<file path="src/common/cmxo_regs.svh">
/*
 * Register map, field positions, reset values and timing counts of the
 * clock multiplier and external oscillator control block.
 * Assumes an 8-bit register port with one-cycle strobes.
 */
`ifndef CMXO_REGS_SVH
`define CMXO_REGS_SVH

`define CMXO_ADDR_MULT_CTRL 8'hbe
`define CMXO_ADDR_EXT_OSC 8'h9f
`define CMXO_ADDR_IRQ_STAT 8'hbc
`define CMXO_ADDR_IRQ_MASK 8'hbd

`define CMXO_MULT_EN_BIT 7
`define CMXO_MULT_INIT_BIT 6
`define CMXO_MULT_RDY_BIT 5
`define CMXO_MULT_SCALE_LSB 2
`define CMXO_MULT_SEL_LSB 0

`define CMXO_XOSC_VLD_BIT 7
`define CMXO_XOSC_MODE_LSB 4
`define CMXO_XOSC_FREQ_LSB 0

`define CMXO_RESET_VAL 8'h00
`define CMXO_CLK_HZ 10000000
`define CMXO_LOCK_TIME_NS 5000
`define CMXO_XTAL_SETTLE_CYC 1024

`define CMXO_IRQ_READY 0
`define CMXO_IRQ_XTAL 1
`define CMXO_IRQ_W 2

`endif

</file>
<file path="src/common/cmxo_pkg.sv">
/*
 * Types of the clock multiplier and external oscillator control block.
 * Assumes cmxo_regs.svh for all numeric values.
 */
package cmxo_pkg;
    typedef enum logic [1:0] {
        CMXO_SEL_EXT = 2'b00,
        CMXO_SEL_INT_HALF = 2'b01,
        CMXO_SEL_EXT_HALF = 2'b10,
        CMXO_SEL_RSVD = 2'b11
    } cmxo_sel_t;

    typedef enum logic [2:0] {
        CMXO_OSC_OFF = 3'b000,
        CMXO_OSC_CMOS = 3'b010,
        CMXO_OSC_CMOS_HALF = 3'b011,
        CMXO_OSC_RC = 3'b100,
        CMXO_OSC_CAP = 3'b101,
        CMXO_OSC_XTAL = 3'b110,
        CMXO_OSC_XTAL_HALF = 3'b111
    } cmxo_osc_mode_t;

    typedef enum logic [1:0] {
        CMXO_ST_RESET = 2'b00,
        CMXO_ST_ENABLED = 2'b01,
        CMXO_ST_LOCKING = 2'b10,
        CMXO_ST_READY = 2'b11
    } cmxo_state_t;

    typedef struct packed {
        logic [7:0] addr;
        logic [7:0] wdata;
        logic wr;
        logic rd;
    } cmxo_bus_t;

    typedef struct packed {
        logic [2:0] mode;
        logic [2:0] freq;
        logic half;
        logic xtal;
    } cmxo_osc_cfg_t;
endpackage

</file>
<file path="src/rtl/cmxo_ctrl.sv">
/*
 * Clock multiplier and external oscillator control: registers, bring-up
 * sequencer, ratio/band decode and a clock-enable based multiplier model.
 * Assumes a single 10 MHz clock; oscillator edges arrive as one-cycle pulses.
 */
`timescale 1ns/1ps
`include "cmxo_regs.svh"
module cmxo_ctrl
    import cmxo_pkg::*;
#(
    parameter int XTAL_SETTLE_CYC = `CMXO_XTAL_SETTLE_CYC
) (
    // clock and reset
    input wire logic mclk,
    input wire logic rst_b,
    // register port
    input wire cmxo_bus_t bus,
    output logic [7:0] rdata,
    // oscillator edges as one-cycle pulses, and the external running level
    input wire logic int_osc_edge,
    input wire logic ext_osc_edge,
    input wire logic ext_osc_running,
    // multiplier, oscillator config and interrupt outputs
    output logic mult_clk_en,
    output logic mult_ready,
    output cmxo_osc_cfg_t osc_cfg,
    output logic irq
);
    localparam int LOCK_CYC_RAW = (`CMXO_LOCK_TIME_NS * (`CMXO_CLK_HZ / 1000000) + 999) / 1000;
    localparam int LOCK_CYC = LOCK_CYC_RAW < 1 ? 1 : LOCK_CYC_RAW;

    logic [7:0] mult_control_reg;
    logic [2:0] ext_osc_mode_field;
    logic [2:0] ext_osc_freq_field;
    logic crystal_valid_flag;
    logic [`CMXO_IRQ_W-1:0] irq_stat_reg;
    logic [`CMXO_IRQ_W-1:0] irq_mask_reg;
    cmxo_state_t state_reg;
    logic [7:0] lock_cnt_reg;
    logic [15:0] settle_cnt_reg;
    logic half_tog_int_reg;
    logic half_tog_ext_reg;
    logic [2:0] pulses_left_reg;
    logic [7:0] gap_cnt_reg;
    logic [7:0] gap_len_reg;
    logic [7:0] period_cnt_reg;
    logic [7:0] ratio_acc_reg;
    logic mult_ready_flag;
    logic in_edge;
    logic [2:0] scale_den;
    logic xtal_mode;
    logic ready_event;
    logic xtal_event;

    // denominator of the 2/N scale; codes 0, 1 and 7 give 2/2, code 6 reaches 2/7
    function automatic logic [2:0] scale_denom(input logic [2:0] code);
        return (code == 3'h0 || code > 3'h6) ? 3'h2 : code + 3'h1;
    endfunction

    wire mult_wr = bus.wr && bus.addr == `CMXO_ADDR_MULT_CTRL;
    wire osc_wr = bus.wr && bus.addr == `CMXO_ADDR_EXT_OSC;
    wire mult_en = mult_control_reg[`CMXO_MULT_EN_BIT];
    wire mult_init = mult_control_reg[`CMXO_MULT_INIT_BIT];
    wire [1:0] mult_input_select = mult_control_reg[`CMXO_MULT_SEL_LSB +: 2];
    wire [2:0] mult_scale_select = mult_control_reg[`CMXO_MULT_SCALE_LSB +: 3];

    assign scale_den = scale_denom(mult_scale_select);
    assign xtal_mode = ext_osc_mode_field[2:1] == 2'b11;

    // input source choice
    always_comb begin
        unique case (cmxo_sel_t'(mult_input_select))
            CMXO_SEL_EXT: in_edge = ext_osc_edge;
            CMXO_SEL_INT_HALF: in_edge = int_osc_edge && half_tog_int_reg;
            CMXO_SEL_EXT_HALF: in_edge = ext_osc_edge && half_tog_ext_reg;
            CMXO_SEL_RSVD: in_edge = 1'b0;
        endcase
    end

    always_ff @(posedge mclk or negedge rst_b) begin
        if (!rst_b) begin
            half_tog_int_reg <= 1'b0;
            half_tog_ext_reg <= 1'b0;
        end else begin
            if (int_osc_edge) half_tog_int_reg <= !half_tog_int_reg;
            if (ext_osc_edge) half_tog_ext_reg <= !half_tog_ext_reg;
        end
    end

    // control register; writing zero resets the multiplier
    always_ff @(posedge mclk or negedge rst_b) begin
        if (!rst_b) mult_control_reg <= `CMXO_RESET_VAL;
        else if (mult_wr) mult_control_reg <= {bus.wdata[7:6], 1'b0, bus.wdata[4:0]};
    end

    // oscillator register; bit 3 dropped modes and bands stored
    always_ff @(posedge mclk or negedge rst_b) begin
        if (!rst_b) begin
            ext_osc_mode_field <= 3'h0;
            ext_osc_freq_field <= 3'h0;
        end else if (osc_wr) begin
            ext_osc_mode_field <= bus.wdata[`CMXO_XOSC_MODE_LSB +: 3];
            ext_osc_freq_field <= bus.wdata[`CMXO_XOSC_FREQ_LSB +: 3];
        end
    end

    // crystal valid only after settle time in modes 11x
    always_ff @(posedge mclk or negedge rst_b) begin
        if (!rst_b) begin
            settle_cnt_reg <= 16'h0000;
            crystal_valid_flag <= 1'b0;
        end else if (!xtal_mode || !ext_osc_running || osc_wr) begin
            settle_cnt_reg <= 16'h0000;
            crystal_valid_flag <= 1'b0;
        end else if (settle_cnt_reg < 16'(XTAL_SETTLE_CYC)) begin
            settle_cnt_reg <= settle_cnt_reg + 16'h0001;
        end else begin
            crystal_valid_flag <= 1'b1;
        end
    end

    // bring-up sequencer; lock count restarts at init, so every init waits the full lock time
    always_ff @(posedge mclk or negedge rst_b) begin
        if (!rst_b) begin
            state_reg <= CMXO_ST_RESET;
            lock_cnt_reg <= 8'h00;
        end else if (!mult_en) begin
            state_reg <= CMXO_ST_RESET;
            lock_cnt_reg <= 8'h00;
        end else begin
            unique case (state_reg)
                CMXO_ST_RESET: begin
                    state_reg <= CMXO_ST_ENABLED;
                    lock_cnt_reg <= 8'h00;
                end
                CMXO_ST_ENABLED: begin
                    if (lock_cnt_reg < 8'(LOCK_CYC)) lock_cnt_reg <= lock_cnt_reg + 8'h01;
                    if (mult_init) begin
                        state_reg <= CMXO_ST_LOCKING;
                        lock_cnt_reg <= 8'h00;
                    end
                end
                CMXO_ST_LOCKING: begin
                    lock_cnt_reg <= lock_cnt_reg + 8'h01;
                    if (lock_cnt_reg >= 8'(LOCK_CYC - 1) && period_cnt_reg != 8'h00)
                        state_reg <= CMXO_ST_READY;
                end
                CMXO_ST_READY: begin
                    if (!mult_init) state_reg <= CMXO_ST_ENABLED;
                end
            endcase
        end
    end

    always_ff @(posedge mclk or negedge rst_b) begin
        if (!rst_b) mult_ready_flag <= 1'b0;
        else mult_ready_flag <= mult_en && state_reg == CMXO_ST_READY;
    end

    // measure input period, derive pulse spacing for 4x scaled
    always_ff @(posedge mclk or negedge rst_b) begin
        if (!rst_b) begin
            period_cnt_reg <= 8'h00;
            gap_len_reg <= 8'h00;
            ratio_acc_reg <= 8'h00;
        end else if (!mult_en) begin
            period_cnt_reg <= 8'h00;
            gap_len_reg <= 8'h00;
            ratio_acc_reg <= 8'h00;
        end else if (in_edge) begin
            period_cnt_reg <= 8'h01;
            gap_len_reg <= 8'((16'(ratio_acc_reg) * 16'(scale_den)) >> 3);
            ratio_acc_reg <= 8'h00;
        end else begin
            if (period_cnt_reg != 8'hff) period_cnt_reg <= period_cnt_reg + 8'h01;
            if (ratio_acc_reg != 8'hff) ratio_acc_reg <= ratio_acc_reg + 8'h01;
        end
    end

    // four pulses per input edge, then hold for the next edge
    always_ff @(posedge mclk or negedge rst_b) begin
        if (!rst_b) begin
            pulses_left_reg <= 3'h0;
            gap_cnt_reg <= 8'h00;
            mult_clk_en <= 1'b0;
        end else if (!mult_ready_flag) begin
            pulses_left_reg <= 3'h0;
            gap_cnt_reg <= 8'h00;
            mult_clk_en <= 1'b0;
        end else if (in_edge) begin
            pulses_left_reg <= 3'h3;
            gap_cnt_reg <= gap_len_reg;
            mult_clk_en <= 1'b1;
        end else if (pulses_left_reg != 3'h0 && gap_cnt_reg == 8'h00) begin
            pulses_left_reg <= pulses_left_reg - 3'h1;
            gap_cnt_reg <= gap_len_reg;
            mult_clk_en <= 1'b1;
        end else begin
            if (gap_cnt_reg != 8'h00) gap_cnt_reg <= gap_cnt_reg - 8'h01;
            mult_clk_en <= 1'b0;
        end
    end

    // sticky events, write one to clear, set beats clear
    assign ready_event = (state_reg == CMXO_ST_READY) && !mult_ready_flag && mult_en;
    // same terms as the flag set, so a restart write cannot raise a false event
    assign xtal_event = xtal_mode && ext_osc_running && !osc_wr && settle_cnt_reg >= 16'(XTAL_SETTLE_CYC)
        && !crystal_valid_flag;
    wire stat_wr = bus.wr && bus.addr == `CMXO_ADDR_IRQ_STAT;
    always_ff @(posedge mclk or negedge rst_b) begin
        if (!rst_b) irq_stat_reg <= '0;
        else begin
            irq_stat_reg <= (irq_stat_reg & ~(stat_wr ? bus.wdata[`CMXO_IRQ_W-1:0] : '0))
                | {xtal_event, ready_event};
        end
    end

    always_ff @(posedge mclk or negedge rst_b) begin
        if (!rst_b) irq_mask_reg <= '0;
        else if (bus.wr && bus.addr == `CMXO_ADDR_IRQ_MASK) irq_mask_reg <= bus.wdata[`CMXO_IRQ_W-1:0];
    end

    always_ff @(posedge mclk or negedge rst_b) begin
        if (!rst_b) irq <= 1'b0;
        else irq <= |(irq_stat_reg & irq_mask_reg);
    end

    // read data one cycle after the strobe; unmapped reads zero
    always_ff @(posedge mclk or negedge rst_b) begin
        if (!rst_b) rdata <= 8'h00;
        else if (bus.rd) begin
            unique case (bus.addr)
                `CMXO_ADDR_MULT_CTRL: rdata <= {mult_control_reg[7:6], mult_ready_flag, mult_control_reg[4:0]};
                `CMXO_ADDR_EXT_OSC: rdata <= {crystal_valid_flag, ext_osc_mode_field, 1'b0, ext_osc_freq_field};
                `CMXO_ADDR_IRQ_STAT: rdata <= {6'h00, irq_stat_reg};
                `CMXO_ADDR_IRQ_MASK: rdata <= {6'h00, irq_mask_reg};
                default: rdata <= 8'h00;
            endcase
        end else rdata <= 8'h00;
    end

    always_ff @(posedge mclk or negedge rst_b) begin
        if (!rst_b) begin
            mult_ready <= 1'b0;
            osc_cfg <= '0;
        end else begin
            mult_ready <= mult_ready_flag;
            osc_cfg <= '{mode: ext_osc_mode_field, freq: ext_osc_freq_field,
                         half: ext_osc_mode_field == 3'b111, xtal: xtal_mode};
        end
    end

    property p_ready_clears;
        @(posedge mclk) disable iff (!rst_b) !mult_en |=> !mult_ready_flag;
    endproperty
    a_ready_clears: assert property (p_ready_clears) else $error("ready flag not cleared");
    property p_ready_needs_init;
        @(posedge mclk) disable iff (!rst_b) $rose(mult_ready_flag) |-> $past(mult_init, 2);
    endproperty
    a_ready_needs_init: assert property (p_ready_needs_init) else $error("ready without init");
    property p_xtal_mode_only;
        @(posedge mclk) disable iff (!rst_b) crystal_valid_flag |-> $past(xtal_mode);
    endproperty
    a_xtal_mode_only: assert property (p_xtal_mode_only) else $error("crystal valid outside 11x");
    property p_bit3_zero;
        @(posedge mclk) disable iff (!rst_b) $past(bus.rd && bus.addr == `CMXO_ADDR_EXT_OSC) |-> !rdata[3];
    endproperty
    a_bit3_zero: assert property (p_bit3_zero) else $error("unused bit read as one");
    property p_four_pulses;
        @(posedge mclk) disable iff (!rst_b) pulses_left_reg == 3'h0 && !in_edge |=> !mult_clk_en;
    endproperty
    a_four_pulses: assert property (p_four_pulses) else $error("pulse beyond four per edge");
    property p_reset_write;
        @(posedge mclk) disable iff (!rst_b) mult_wr && bus.wdata == 8'h00 |=> ##1 state_reg == CMXO_ST_RESET;
    endproperty
    a_reset_write: assert property (p_reset_write) else $error("zero write did not reset multiplier");
    property p_mode_out;
        @(posedge mclk) disable iff (!rst_b) osc_wr |=> ##1 osc_cfg.mode == $past(bus.wdata[6:4], 2);
    endproperty
    a_mode_out: assert property (p_mode_out) else $error("mode field not decoded");
    property p_irq;
        @(posedge mclk) disable iff (!rst_b) $rose(mult_ready_flag) |-> irq_stat_reg[`CMXO_IRQ_READY];
    endproperty
    a_irq: assert property (p_irq) else $error("ready event not latched");
    property p_clk_en_gated;
        @(posedge mclk) disable iff (!rst_b) mult_clk_en |-> $past(mult_ready_flag);
    endproperty
    a_clk_en_gated: assert property (p_clk_en_gated) else $error("output pulse while not ready");
    c_ready: cover property (@(posedge mclk) $rose(mult_ready_flag));
    c_pulse: cover property (@(posedge mclk) in_edge ##1 mult_clk_en);
    c_xtal: cover property (@(posedge mclk) $rose(crystal_valid_flag));
endmodule

</file>
<file path="config.mk">
export PLATFORM = sky130hd
export DESIGN_NAME = cmxo_ctrl
export DESIGN_NICKNAME = d
export VERILOG_FILES = /design/src/common/cmxo_pkg.sv /design/src/rtl/cmxo_ctrl.sv
export VERILOG_INCLUDE_DIRS = /design/src /design/src/common
export SDC_FILE = /design/constraint.sdc
export NUM_CORES = 1
export LEC_CHECK = 0
export BUFFER_PORTS_ARGS = -buffer_cell sky130_fd_sc_hd__buf_2
export CAP_MARGIN = 10
export CELL_PAD_IN_SITES_DETAIL_PLACEMENT = 0
export CELL_PAD_IN_SITES_GLOBAL_PLACEMENT = 1
export CORE_AREA = 3 3 112 114
export CTS_CLUSTER_SIZE = 40
export DETAILED_ROUTE_END_ITERATION = 6
export DIE_AREA = 0 0 115 117
export PLACE_DENSITY = 0.78
export SYNTH_ARGS = -nofsm -noshare
export SYNTH_HDL_FRONTEND = slang
export SYNTH_SLANG_ARGS = --single-unit
export TNS_END_PERCENT = 100
</file>
<file path="constraint.sdc">
create_clock -name mclk -period 3.9 [get_ports mclk]
set_input_delay 0.195 -clock mclk [delete_from_list [all_inputs] [get_ports mclk]]
set_output_delay 0.195 -clock mclk [all_outputs]
set_load 0.02 [all_outputs]
</file>
==> impl_metrics.yaml, run 1 <==
run_status:
  status: "complete, no violations"
detailed_routing:
  ant_nets: 0
  drc: 0
  firstDrtPassIters: 4
  first_iter_violations: 226
  avgViaCountPerCell: 5.423
  vias: 4024
  wire_per_inst_um: 15.26
  routed_wl_um: 11330
yosys:
  yosys-top-cells-area: "dfrtp_1 (47%), ha_1 (6.0%), nor2_1 (4.2%)"
  ys_warn_count: 0
  avgSynthCellArea_um2: 9.790
  ys.flop_type: "dfrtp_1"
  synthesis.area_mm2: 0.005404
  synth_edf_count: 0
  netlist_instances: 552
  synth_top_area_share_pct: 46.77
  ys_seq_elements: 101
  ys_types: 60
  seq_area_frac_synth_pct: 46.77
  synth_area_leader_cell: "dfrtp_1"
  synthArstFlopShare_pct: 100.0
  synth_nets: 608
die:
  core-area_mm2: 0.01152
  die_area_mm2: 0.01346
  die_x_um: 115
  fp.dieH_um: 117
  row_count: 39
  initial_core_util_pct: 46.93
  ios: 42
final_layout:
  syn_to_final_growth_pct: 12.29
  ff_latch_area_mm2: 0.002527
  final_cells: 742
  fin_nets: 650
  final_common_cell: "dfrtp_1"
  drive_gt1_share_pct: 13.36
  multi_input_area_mm2: 0.002688
  largest_reg_flops: 16
  fill_cells: 1080
  diodes: 0
  mostFrequentLayoutCells: "dfrtp_1 (101), nor2_1 (60), nand2_1 (52)"
timing:
  setup_tns_ns: 0
  worstMarginPinSlew_ns: 1.006
  fin_crit_sh_pct: 92.33
  grt_setup_unrepaired: "false"
  finalCriticalPeriod_ns: 3.601
  slew_violations: 0
  hold_viol_final: 0
  clock.fmax_mhz: 277.7
  slew_headroom_pct: 32.45
  setup_viol: 0
  finalClockSkew_ns: 0.007817
clock_network:
  worstSkewPairLatency_ns: 0.35
  cts.sinks: 101
  cts_tree: "built"
  cts-root-buf: "clkbuf_16"
  cts_buffers: 9
  postCtsHoldBufs: 0
  clkTransAtPathRegs_ns: 0.07
  htree_num_levels: 3
  clock_path_buffers: 2
  cts_resized: 0
  post_cts_buffers: 0
critical_path:
  startpoint_type: "flip-flop"
  crit_fanout: 7
  cp.arrival_ns: 3.83
  end_kind: "flip-flop"
  path_class: "reg2reg"
  required_ns: 4.13
pwr:
  peakVddDrop_mv: 0.2236
  power_density_mw_per_mm2: 349.2
  p_leak_nw: 2.837
global_route:
  grt_overflow_total: 0
  grt_pass1_vias: 4004
  grt_usage_pct: 18.00
  grt_first_pass_wirelength_um: 19240
  antenna_found_initial: 0
  grt_max_degree: 76
placement:
  io_buffers: 41
  gp_congestion: 0.8184
  dp_hpwl_um: 8038
  numPlacedInstances: 726
hold_path:
  hold_path.class: "in2async"
run:
  max_cap_violations: 0
[worst max-delay path: stages (launching register included)]
cell and delay (ns):
dfrtp_1 0.45, inv_1 0.11, ha_1 0.17, and3b_1 0.21, or3_4 0.41, and2_1 0.20
fa_1 0.46, nand4_1 0.17, nor2_1 0.08, fa_1 0.44, a211oi_2 0.24, nor2_1 0.10
o21ai_1 0.15, mux2i_1 0.21, nand3_1 0.08
[stage by stage]
| step | utilization (%) | setup slack [ns] | total power, mW | area, µm² | hold WS [ns] |
|---|---|---|---|---|---|
| final | 52.69 | 0.2990 | 2.119 | 6068 | 0.002326 |
| after global routing | 52.69 | 0.03049 | 2.209 | 6068 | 0.04003 |
| after CTS | 52.58 | 0.1458 | 2.146 | 6055 | 0.02331 |
| after detailed placement | 49.96 | 0.1683 | 1.228 | 5753 | 0.3980 |
| after global placement | 49.96 | 0.3464 | 1.223 | 5753 | 0.3981 |
| after floorplan | - | 0.4550 | 1.168 | 5404 | -0.1006 |
[path summary, 6_finish.rpt]
path,start,endpoint,slack (ns),depth (start not counted)
min,rst_b,period_cnt_reg[7],0.002,1
min reg2reg,ext_osc_freq_field[1],osc_cfg[3],0.42,0
max reg2reg,mult_control_reg[2],gap_len_reg[5],0.30,14
max,mult_control_reg[2],gap_len_reg[5],0.30,14
min in group mclk,int_osc_edge,half_tog_int_reg,0.04,2
max in group asynchronous,rst_b,gap_len_reg[5],3.00,2
[kinds of logic after synthesis]
| kind of cell | share of synthesized area (%) |
|---|---|
| adder cells (fa/ha/maj) | 8.613 |
| flip-flops | 46.77 |
| buffers and inverters | 3.751 |
| XOR/XNOR | 4.052 |
| AO/OA/AOI/OAI | 11.76 |
| multiplexers | 3.635 |
| AND/OR/NAND/NOR | 21.42 |
[layout make-up]
type	count	share of cell area (%)
Multi-Input combinational cell	400	44.29
Sequential cell	101	41.65
Clock buffer	12	4.062
Timing Repair Buffer	44	3.794
Tap cell	143	2.948
Inverter	38	2.351
Clock inverter	4	0.9072
[Yosys cell counts, drive strengths merged, types with 11 or more instances]
cell type  count
xor2          14
nand2         52
nor2          61
ha            26
mux2          13
and2          14
nand3         23
o21ai         27
nor3          14
a211oi        11
a21oi         15
inv           38
nand4         11
xnor2         11
dfrtp        101
[power breakdown]
group	leakage (nW)	switching [mW]	internal, mW
clock	0.143	0.392	0.519
sequential	1.40	0.0211	1.07
combinational	1.29	0.0771	0.0393
[routing by layer]
metal | GRT usage [%] | up-vias | share of wire, %
met3 | 4.781 | 12 | 3.5
met1 | 23.86 | 1949 | 48
li1 | - | 2017 | -
met4 | 7.512 | 0 | 2.1
met2 | 28.09 | 46 | 47
met5 | 0 | - | 0
Note: power is estimated with default switching activity, not from simulation.
==> inputs of run 2 (changes only) <==
Settings changed: BUFFER_PORTS_ARGS -buffer_cell sky130_fd_sc_hd__buf_2 to -buffer_cell sky130_fd_sc_hd__buf_4.
==> impl_metrics.yaml, run 2 (same netlist as run 1, synthesis figures left out) <==
timing:
  setup_tns_ns: 0
  setup_viol: 0
  clock.fmax_mhz: 273.8
  holdWs_ns: -0.01965
  slew_headroom_pct: 35.06
  finalClockSkew_ns: 0.009133
  hold_viol_final: 18
  grt_setup_unrepaired: "false"
  fin_crit_sh_pct: 93.65
  slew_violations: 0
  setup_ws_ns: 0.2475
  worstMarginPinSlew_ns: 0.9676
  finalCriticalPeriod_ns: 3.653
final_layout:
  diodes: 0
  final_cells: 742
  multi_input_area_mm2: 0.002683
  fill_cells: 1029
  drive_gt1_share_pct: 13.52
  mostFrequentLayoutCells: "dfrtp_1 (100), nor2_1 (60), nand2_1 (52)"
  final_common_cell: "dfrtp_1"
  fin_nets: 650
  syn_to_final_growth_pct: 14.22
  ff_latch_area_mm2: 0.002529
  largest_reg_flops: 16
detailed_routing:
  ant_nets: 0
  avgViaCountPerCell: 5.527
  vias: 4101
  drc: 0
  first_iter_violations: 202
  wire_per_inst_um: 15.11
  routed_wl_um: 11210
  firstDrtPassIters: 4
die:
  core-area_mm2: 0.01152
  fp.dieH_um: 117
  row_count: 39
  die_x_um: 115
  die_area_mm2: 0.01346
  initial_core_util_pct: 46.93
  ios: 42
placement:
  place_ws_ns: 0.1836
  dp_hpwl_um: 7994
  gp_congestion: 0.8292
  io_buffers: 41
  numPlacedInstances: 726
pwr:
  p_sw_share_pct: 23.52
  peakVddDrop_mv: 0.3151
  clockPowerShare_pct: 43.5
  p_int_mw: 1.641
  power_frac_comb_pct: 5.7
  power_density_mw_per_mm2: 347.7
  pwr-share-seq_pct: 50.8
  p_sw_mw: 0.5047
  p_leak_nw: 2.856
clock_network:
  cts_buffers: 9
  postCtsHoldBufs: 0
  cts_tree: "built"
  cts-root-buf: "clkbuf_16"
  htree_num_levels: 3
  cts.sinks: 101
  worstSkewPairLatency_ns: 0.35
  post_cts_buffers: 0
  clkTransAtPathRegs_ns: 0.07
  clock_path_buffers: 2
critical_path:
  required_ns: 4.13
  cp.arrival_ns: 3.88
  end_kind: "flip-flop"
  path_class: "reg2reg"
  crit_fanout: 7
  startpoint_type: "flip-flop"
global_route:
  grt_first_pass_wirelength_um: 19780
  grt_overflow_total: 0
  antenna_found_initial: 0
  grt_usage_pct: 18.29
  grt_max_degree: 75
  grt_pass1_vias: 4131
run:
  max_cap_violations: 0
run_status:
  violations: "negative hold slack"
  status: "finished, violations left"
hold_path:
  hold_path.class: "in2async"
-- run 2: per-layer routing --
metal / track usage, % / wire, µm / up-vias
met2: 29.13 / 5290 / 59
li1: - / - / 2017
met5: 0 / 0 / -
met3: 5.141 / 419 / 13
met1: 24.34 / 5317 / 2012
met4: 5.869 / 181 / 0
-- run 2: final timing paths --
kind	start	end	slack (ns)	cells after the start
worst max-delay path	mult_control_reg[2]	gap_len_reg[5]	0.25	14
worst min-delay path	rst_b	period_cnt_reg[6]	-0.02	1
worst max register to register	mult_control_reg[2]	gap_len_reg[5]	0.25	14
worst min register to register	ext_osc_freq_field[2]	osc_cfg[4]	0.42	0
max in group asynchronous	rst_b	gap_len_reg[5]	3.01	2
min in group mclk	int_osc_edge	half_tog_int_reg	0.02	2
-- run 2: timing repair --
item	4_1_cts	5_1_grt
endpoints found under the hold margin	0	0
resized for setup	0	3
setup endpoints to repair	0	2
-- run 2: area by class of cell --
cell class / count / area share, %
clock buffers: 11 / 3.933
clock inverters: 5 / 1.074
inverters: 38 / 2.311
multi-input cells: 400 / 43.46
flip-flops and latches: 101 / 40.97
well taps: 143 / 2.899
repair buffers: 44 / 5.352
-- run 2: power groups by stage --
stage	Combinational, mW	Sequential, mW	Clock [mW]
floorplan	0.0600	1.11	0
global placement	0.121	1.11	0
detailed placement	0.124	1.11	0
CTS	0.124	1.09	0.962
global route	0.139	1.09	1.00
finish	0.123	1.09	0.933
-- run 2: per-stage QoR --
| stage | area [µm²] | utilization [%] | power [mW] |
|---|---|---|---|
| after global placement | 5853 | 50.83 | 1.231 |
| after CTS | 6162 | 53.51 | 2.176 |
| after floorplan | 5404 | - | 1.168 |
| final | 6172 | 53.60 | 2.146 |
| after global routing | 6172 | 53.60 | 2.234 |
| after detailed placement | 5853 | 50.83 | 1.234 |
-- run 2: worst max-delay path: stages, from the launching register on --
cell and delay [ns]:
dfrtp_2 0.45, inv_1 0.09, ha_1 0.16, and3b_1 0.21
or3_4 0.41, and2_1 0.19, fa_1 0.44, nand4_1 0.16
nor2_1 0.08, fa_1 0.42, a211oi_1 0.26, nor2_1 0.11
o21ai_0 0.21, mux2i_1 0.24, nand3_1 0.09
==> inputs of run 3 (changes only) <==
Settings changed: ABC_AREA set to 1, CORE_AREA 3 3 112 114 to 3 3 115 117, DIE_AREA 0 0 115 117 to 0 0 118 120, PLACE_DENSITY 0.78 to 0.79.
==> impl_metrics.yaml, run 3 <==
detailed_routing:
  drc: 0
  routed_wl_um: 11500
  wire_per_inst_um: 13.14
  avgViaCountPerCell: 5.037
  first_iter_violations: 279
  vias: 4407
  firstDrtPassIters: 4
  ant_nets: 0
yosys:
  synth_edf_count: 0
  synthTopCellsByCount: "nand2_1 (117), dfrtp_1 (101), inv_1 (99)"
  ys_types: 47
  yosysMostFrequentCell: "nand2_1"
  avgSynthCellArea_um2: 8.599
  synthArstFlopShare_pct: 100.0
  yosys-top-cells-area: "dfrtp_1 (45%), nand2_1 (7.8%), inv_1 (6.6%)"
  ys_seq_elements: 101
  ys_warn_count: 0
  ys.flop_type: "dfrtp_1"
  synth_area_leader_cell: "dfrtp_1"
  synth_nets: 709
  synth_top_area_share_pct: 45.01
  seq_area_frac_synth_pct: 45.01
  synthesis.area_mm2: 0.005615
  netlist_instances: 653
final_layout:
  drive_gt1_share_pct: 14.65
  diodes: 0
  mostFrequentLayoutCells: "nand2_1 (117), dfrtp_1 (101), inv_1 (99)"
  final_common_cell: "nand2_1"
  fill_cells: 1174
  fin_nets: 755
  syn_to_final_growth_pct: 15.00
  largest_reg_flops: 16
timing:
  clock.fmax_mhz: 315.3
  holdWs_ns: -0.004984
  worstMarginPinSlew_ns: 0.9551
  grt_setup_unrepaired: "false"
  fin_crit_sh_pct: 81.33
  finalCriticalPeriod_ns: 3.172
  setup_viol: 0
  slew_violations: 0
  slew_headroom_pct: 36.32
  setup_tns_ns: 0
  finalClockSkew_ns: 0.005111
  hold_viol_final: 4
global_route:
  grt_first_pass_wirelength_um: 20380
  antenna_found_initial: 0
  grt_overflow_total: 0
  grt_pass1_vias: 4360
  grt_max_degree: 78
  grt_usage_pct: 17.53
die:
  die_x_um: 118
  row_count: 41
  die_area_mm2: 0.01416
  initial_core_util_pct: 45.05
  fp.dieH_um: 120
  ios: 42
  core-area_mm2: 0.01247
critical_path:
  startpoint_type: "flip-flop"
  r2r_setup_slack_ns: 0.73
  rr_worst_depth: 17
  crit_fanout: 5
  timing.rr.start: "mult_control_reg[2]"
  end_kind: "flip-flop"
  path_class: "reg2reg"
  required_ns: 4.13
  cp.arrival_ns: 3.40
  r2r_end: "gap_len_reg[5]"
placement:
  gp_congestion: 0.8069
  dp_hpwl_um: 8644
  io_buffers: 41
pwr:
  power_mw: 3.511
  p_leak_nw: 3.158
  power_density_mw_per_mm2: 543.7
  peakVddDrop_mv: 0.3460
clock_network:
  clock_path_buffers: 2
  cts_tree: "built"
  cts_resized: 0
  cts.sinks: 101
  postCtsHoldBufs: 0
  cts_buffers: 9
  clkTransAtPathRegs_ns: 0.06
  htree_num_levels: 3
  worstSkewPairLatency_ns: 0.35
  post_cts_buffers: 0
  cts-root-buf: "clkbuf_16"
run:
  max_cap_violations: 0
run_status:
  violations: "negative hold slack"
  status: "finished, violations left"
hold_path:
  hold_path.class: "in2async"
run 3: kinds of logic after synthesis:
family	share of synthesized area, %
adders and majority gates	8.289
AOI/OAI and AO/OA	10.74
buffers and inverters	8.111
DFF	45.01
and+or+nand+nor	24.40
xor gates and xnor gates	2.652
muxes	0.8021
run 3: cell type report:
class,instances,area (µm²),share of cell area (%)
clock buffers,11,242.7,3.759
clock inverters,4,120.1,1.860
inverters,105,396.6,6.142
multi-input cells,439,2633,40.77
flip-flops and latches,101,2527,39.14
well taps,172,215.2,3.333
repair buffers,43,322.8,4.999
run 3: routing by layer:
| layer | GRT usage [%] | share of wire (%) | up-vias | wire length, µm |
|---|---|---|---|---|
| li1 | - | - | 2221 | - |
| met1 | 22.71 | 47 | 2108 | 5393 |
| met2 | 29.28 | 48 | 63 | 5533 |
| met3 | 4.194 | 3.5 | 15 | 406 |
| met4 | 5.348 | 1.4 | 0 | 166 |
| met5 | 0 | 0 | - | 0 |
run 3: worst max-delay path by stage:
stage                              startpoint              to  slack, ns  cells after the start
after floorplan           mult_control_reg[2]  gap_len_reg[5]       1.02                     17
after global placement    mult_control_reg[2]  gap_len_reg[5]       0.83                     17
after detailed placement  mult_control_reg[2]  gap_len_reg[5]       0.73                     17
after CTS                 mult_control_reg[2]  gap_len_reg[5]       0.73                     17
after global routing      mult_control_reg[2]  gap_len_reg[5]       0.37                     17
final                     mult_control_reg[2]  gap_len_reg[5]       0.73                     17
run 3: stage by stage:
stage,worst slack (ns),instances,util [%],cell area [µm²]
after global routing,0.3703,875,51.80,6457
after global placement,0.8338,860,48.89,6095
after floorplan,1.017,653,-,5615
after detailed placement,0.7314,860,48.89,6095
final,0.7280,875,51.80,6457
after CTS,0.7289,875,51.80,6457
run 3: critical path: stages (launching register included):
cell and delay, ns:
dfrtp_1 0.41, inv_1 0.17, ha_1 0.17, inv_1 0.05
nand3_2 0.11, nand3_1 0.16, inv_1 0.16, nand2_1 0.09
fa_1 0.54, inv_1 0.07, fa_1 0.45, nand3_1 0.10
nand2_1 0.09, nand2_1 0.09, nand2_1 0.05, a21oi_1 0.15
and2_1 0.14, o21ai_0 0.07
run 3: where the power goes:
group          internal, mW  switching [mW]
Sequential             1.22           0.165
Combinational         0.398           0.650
Clock                 0.706           0.374
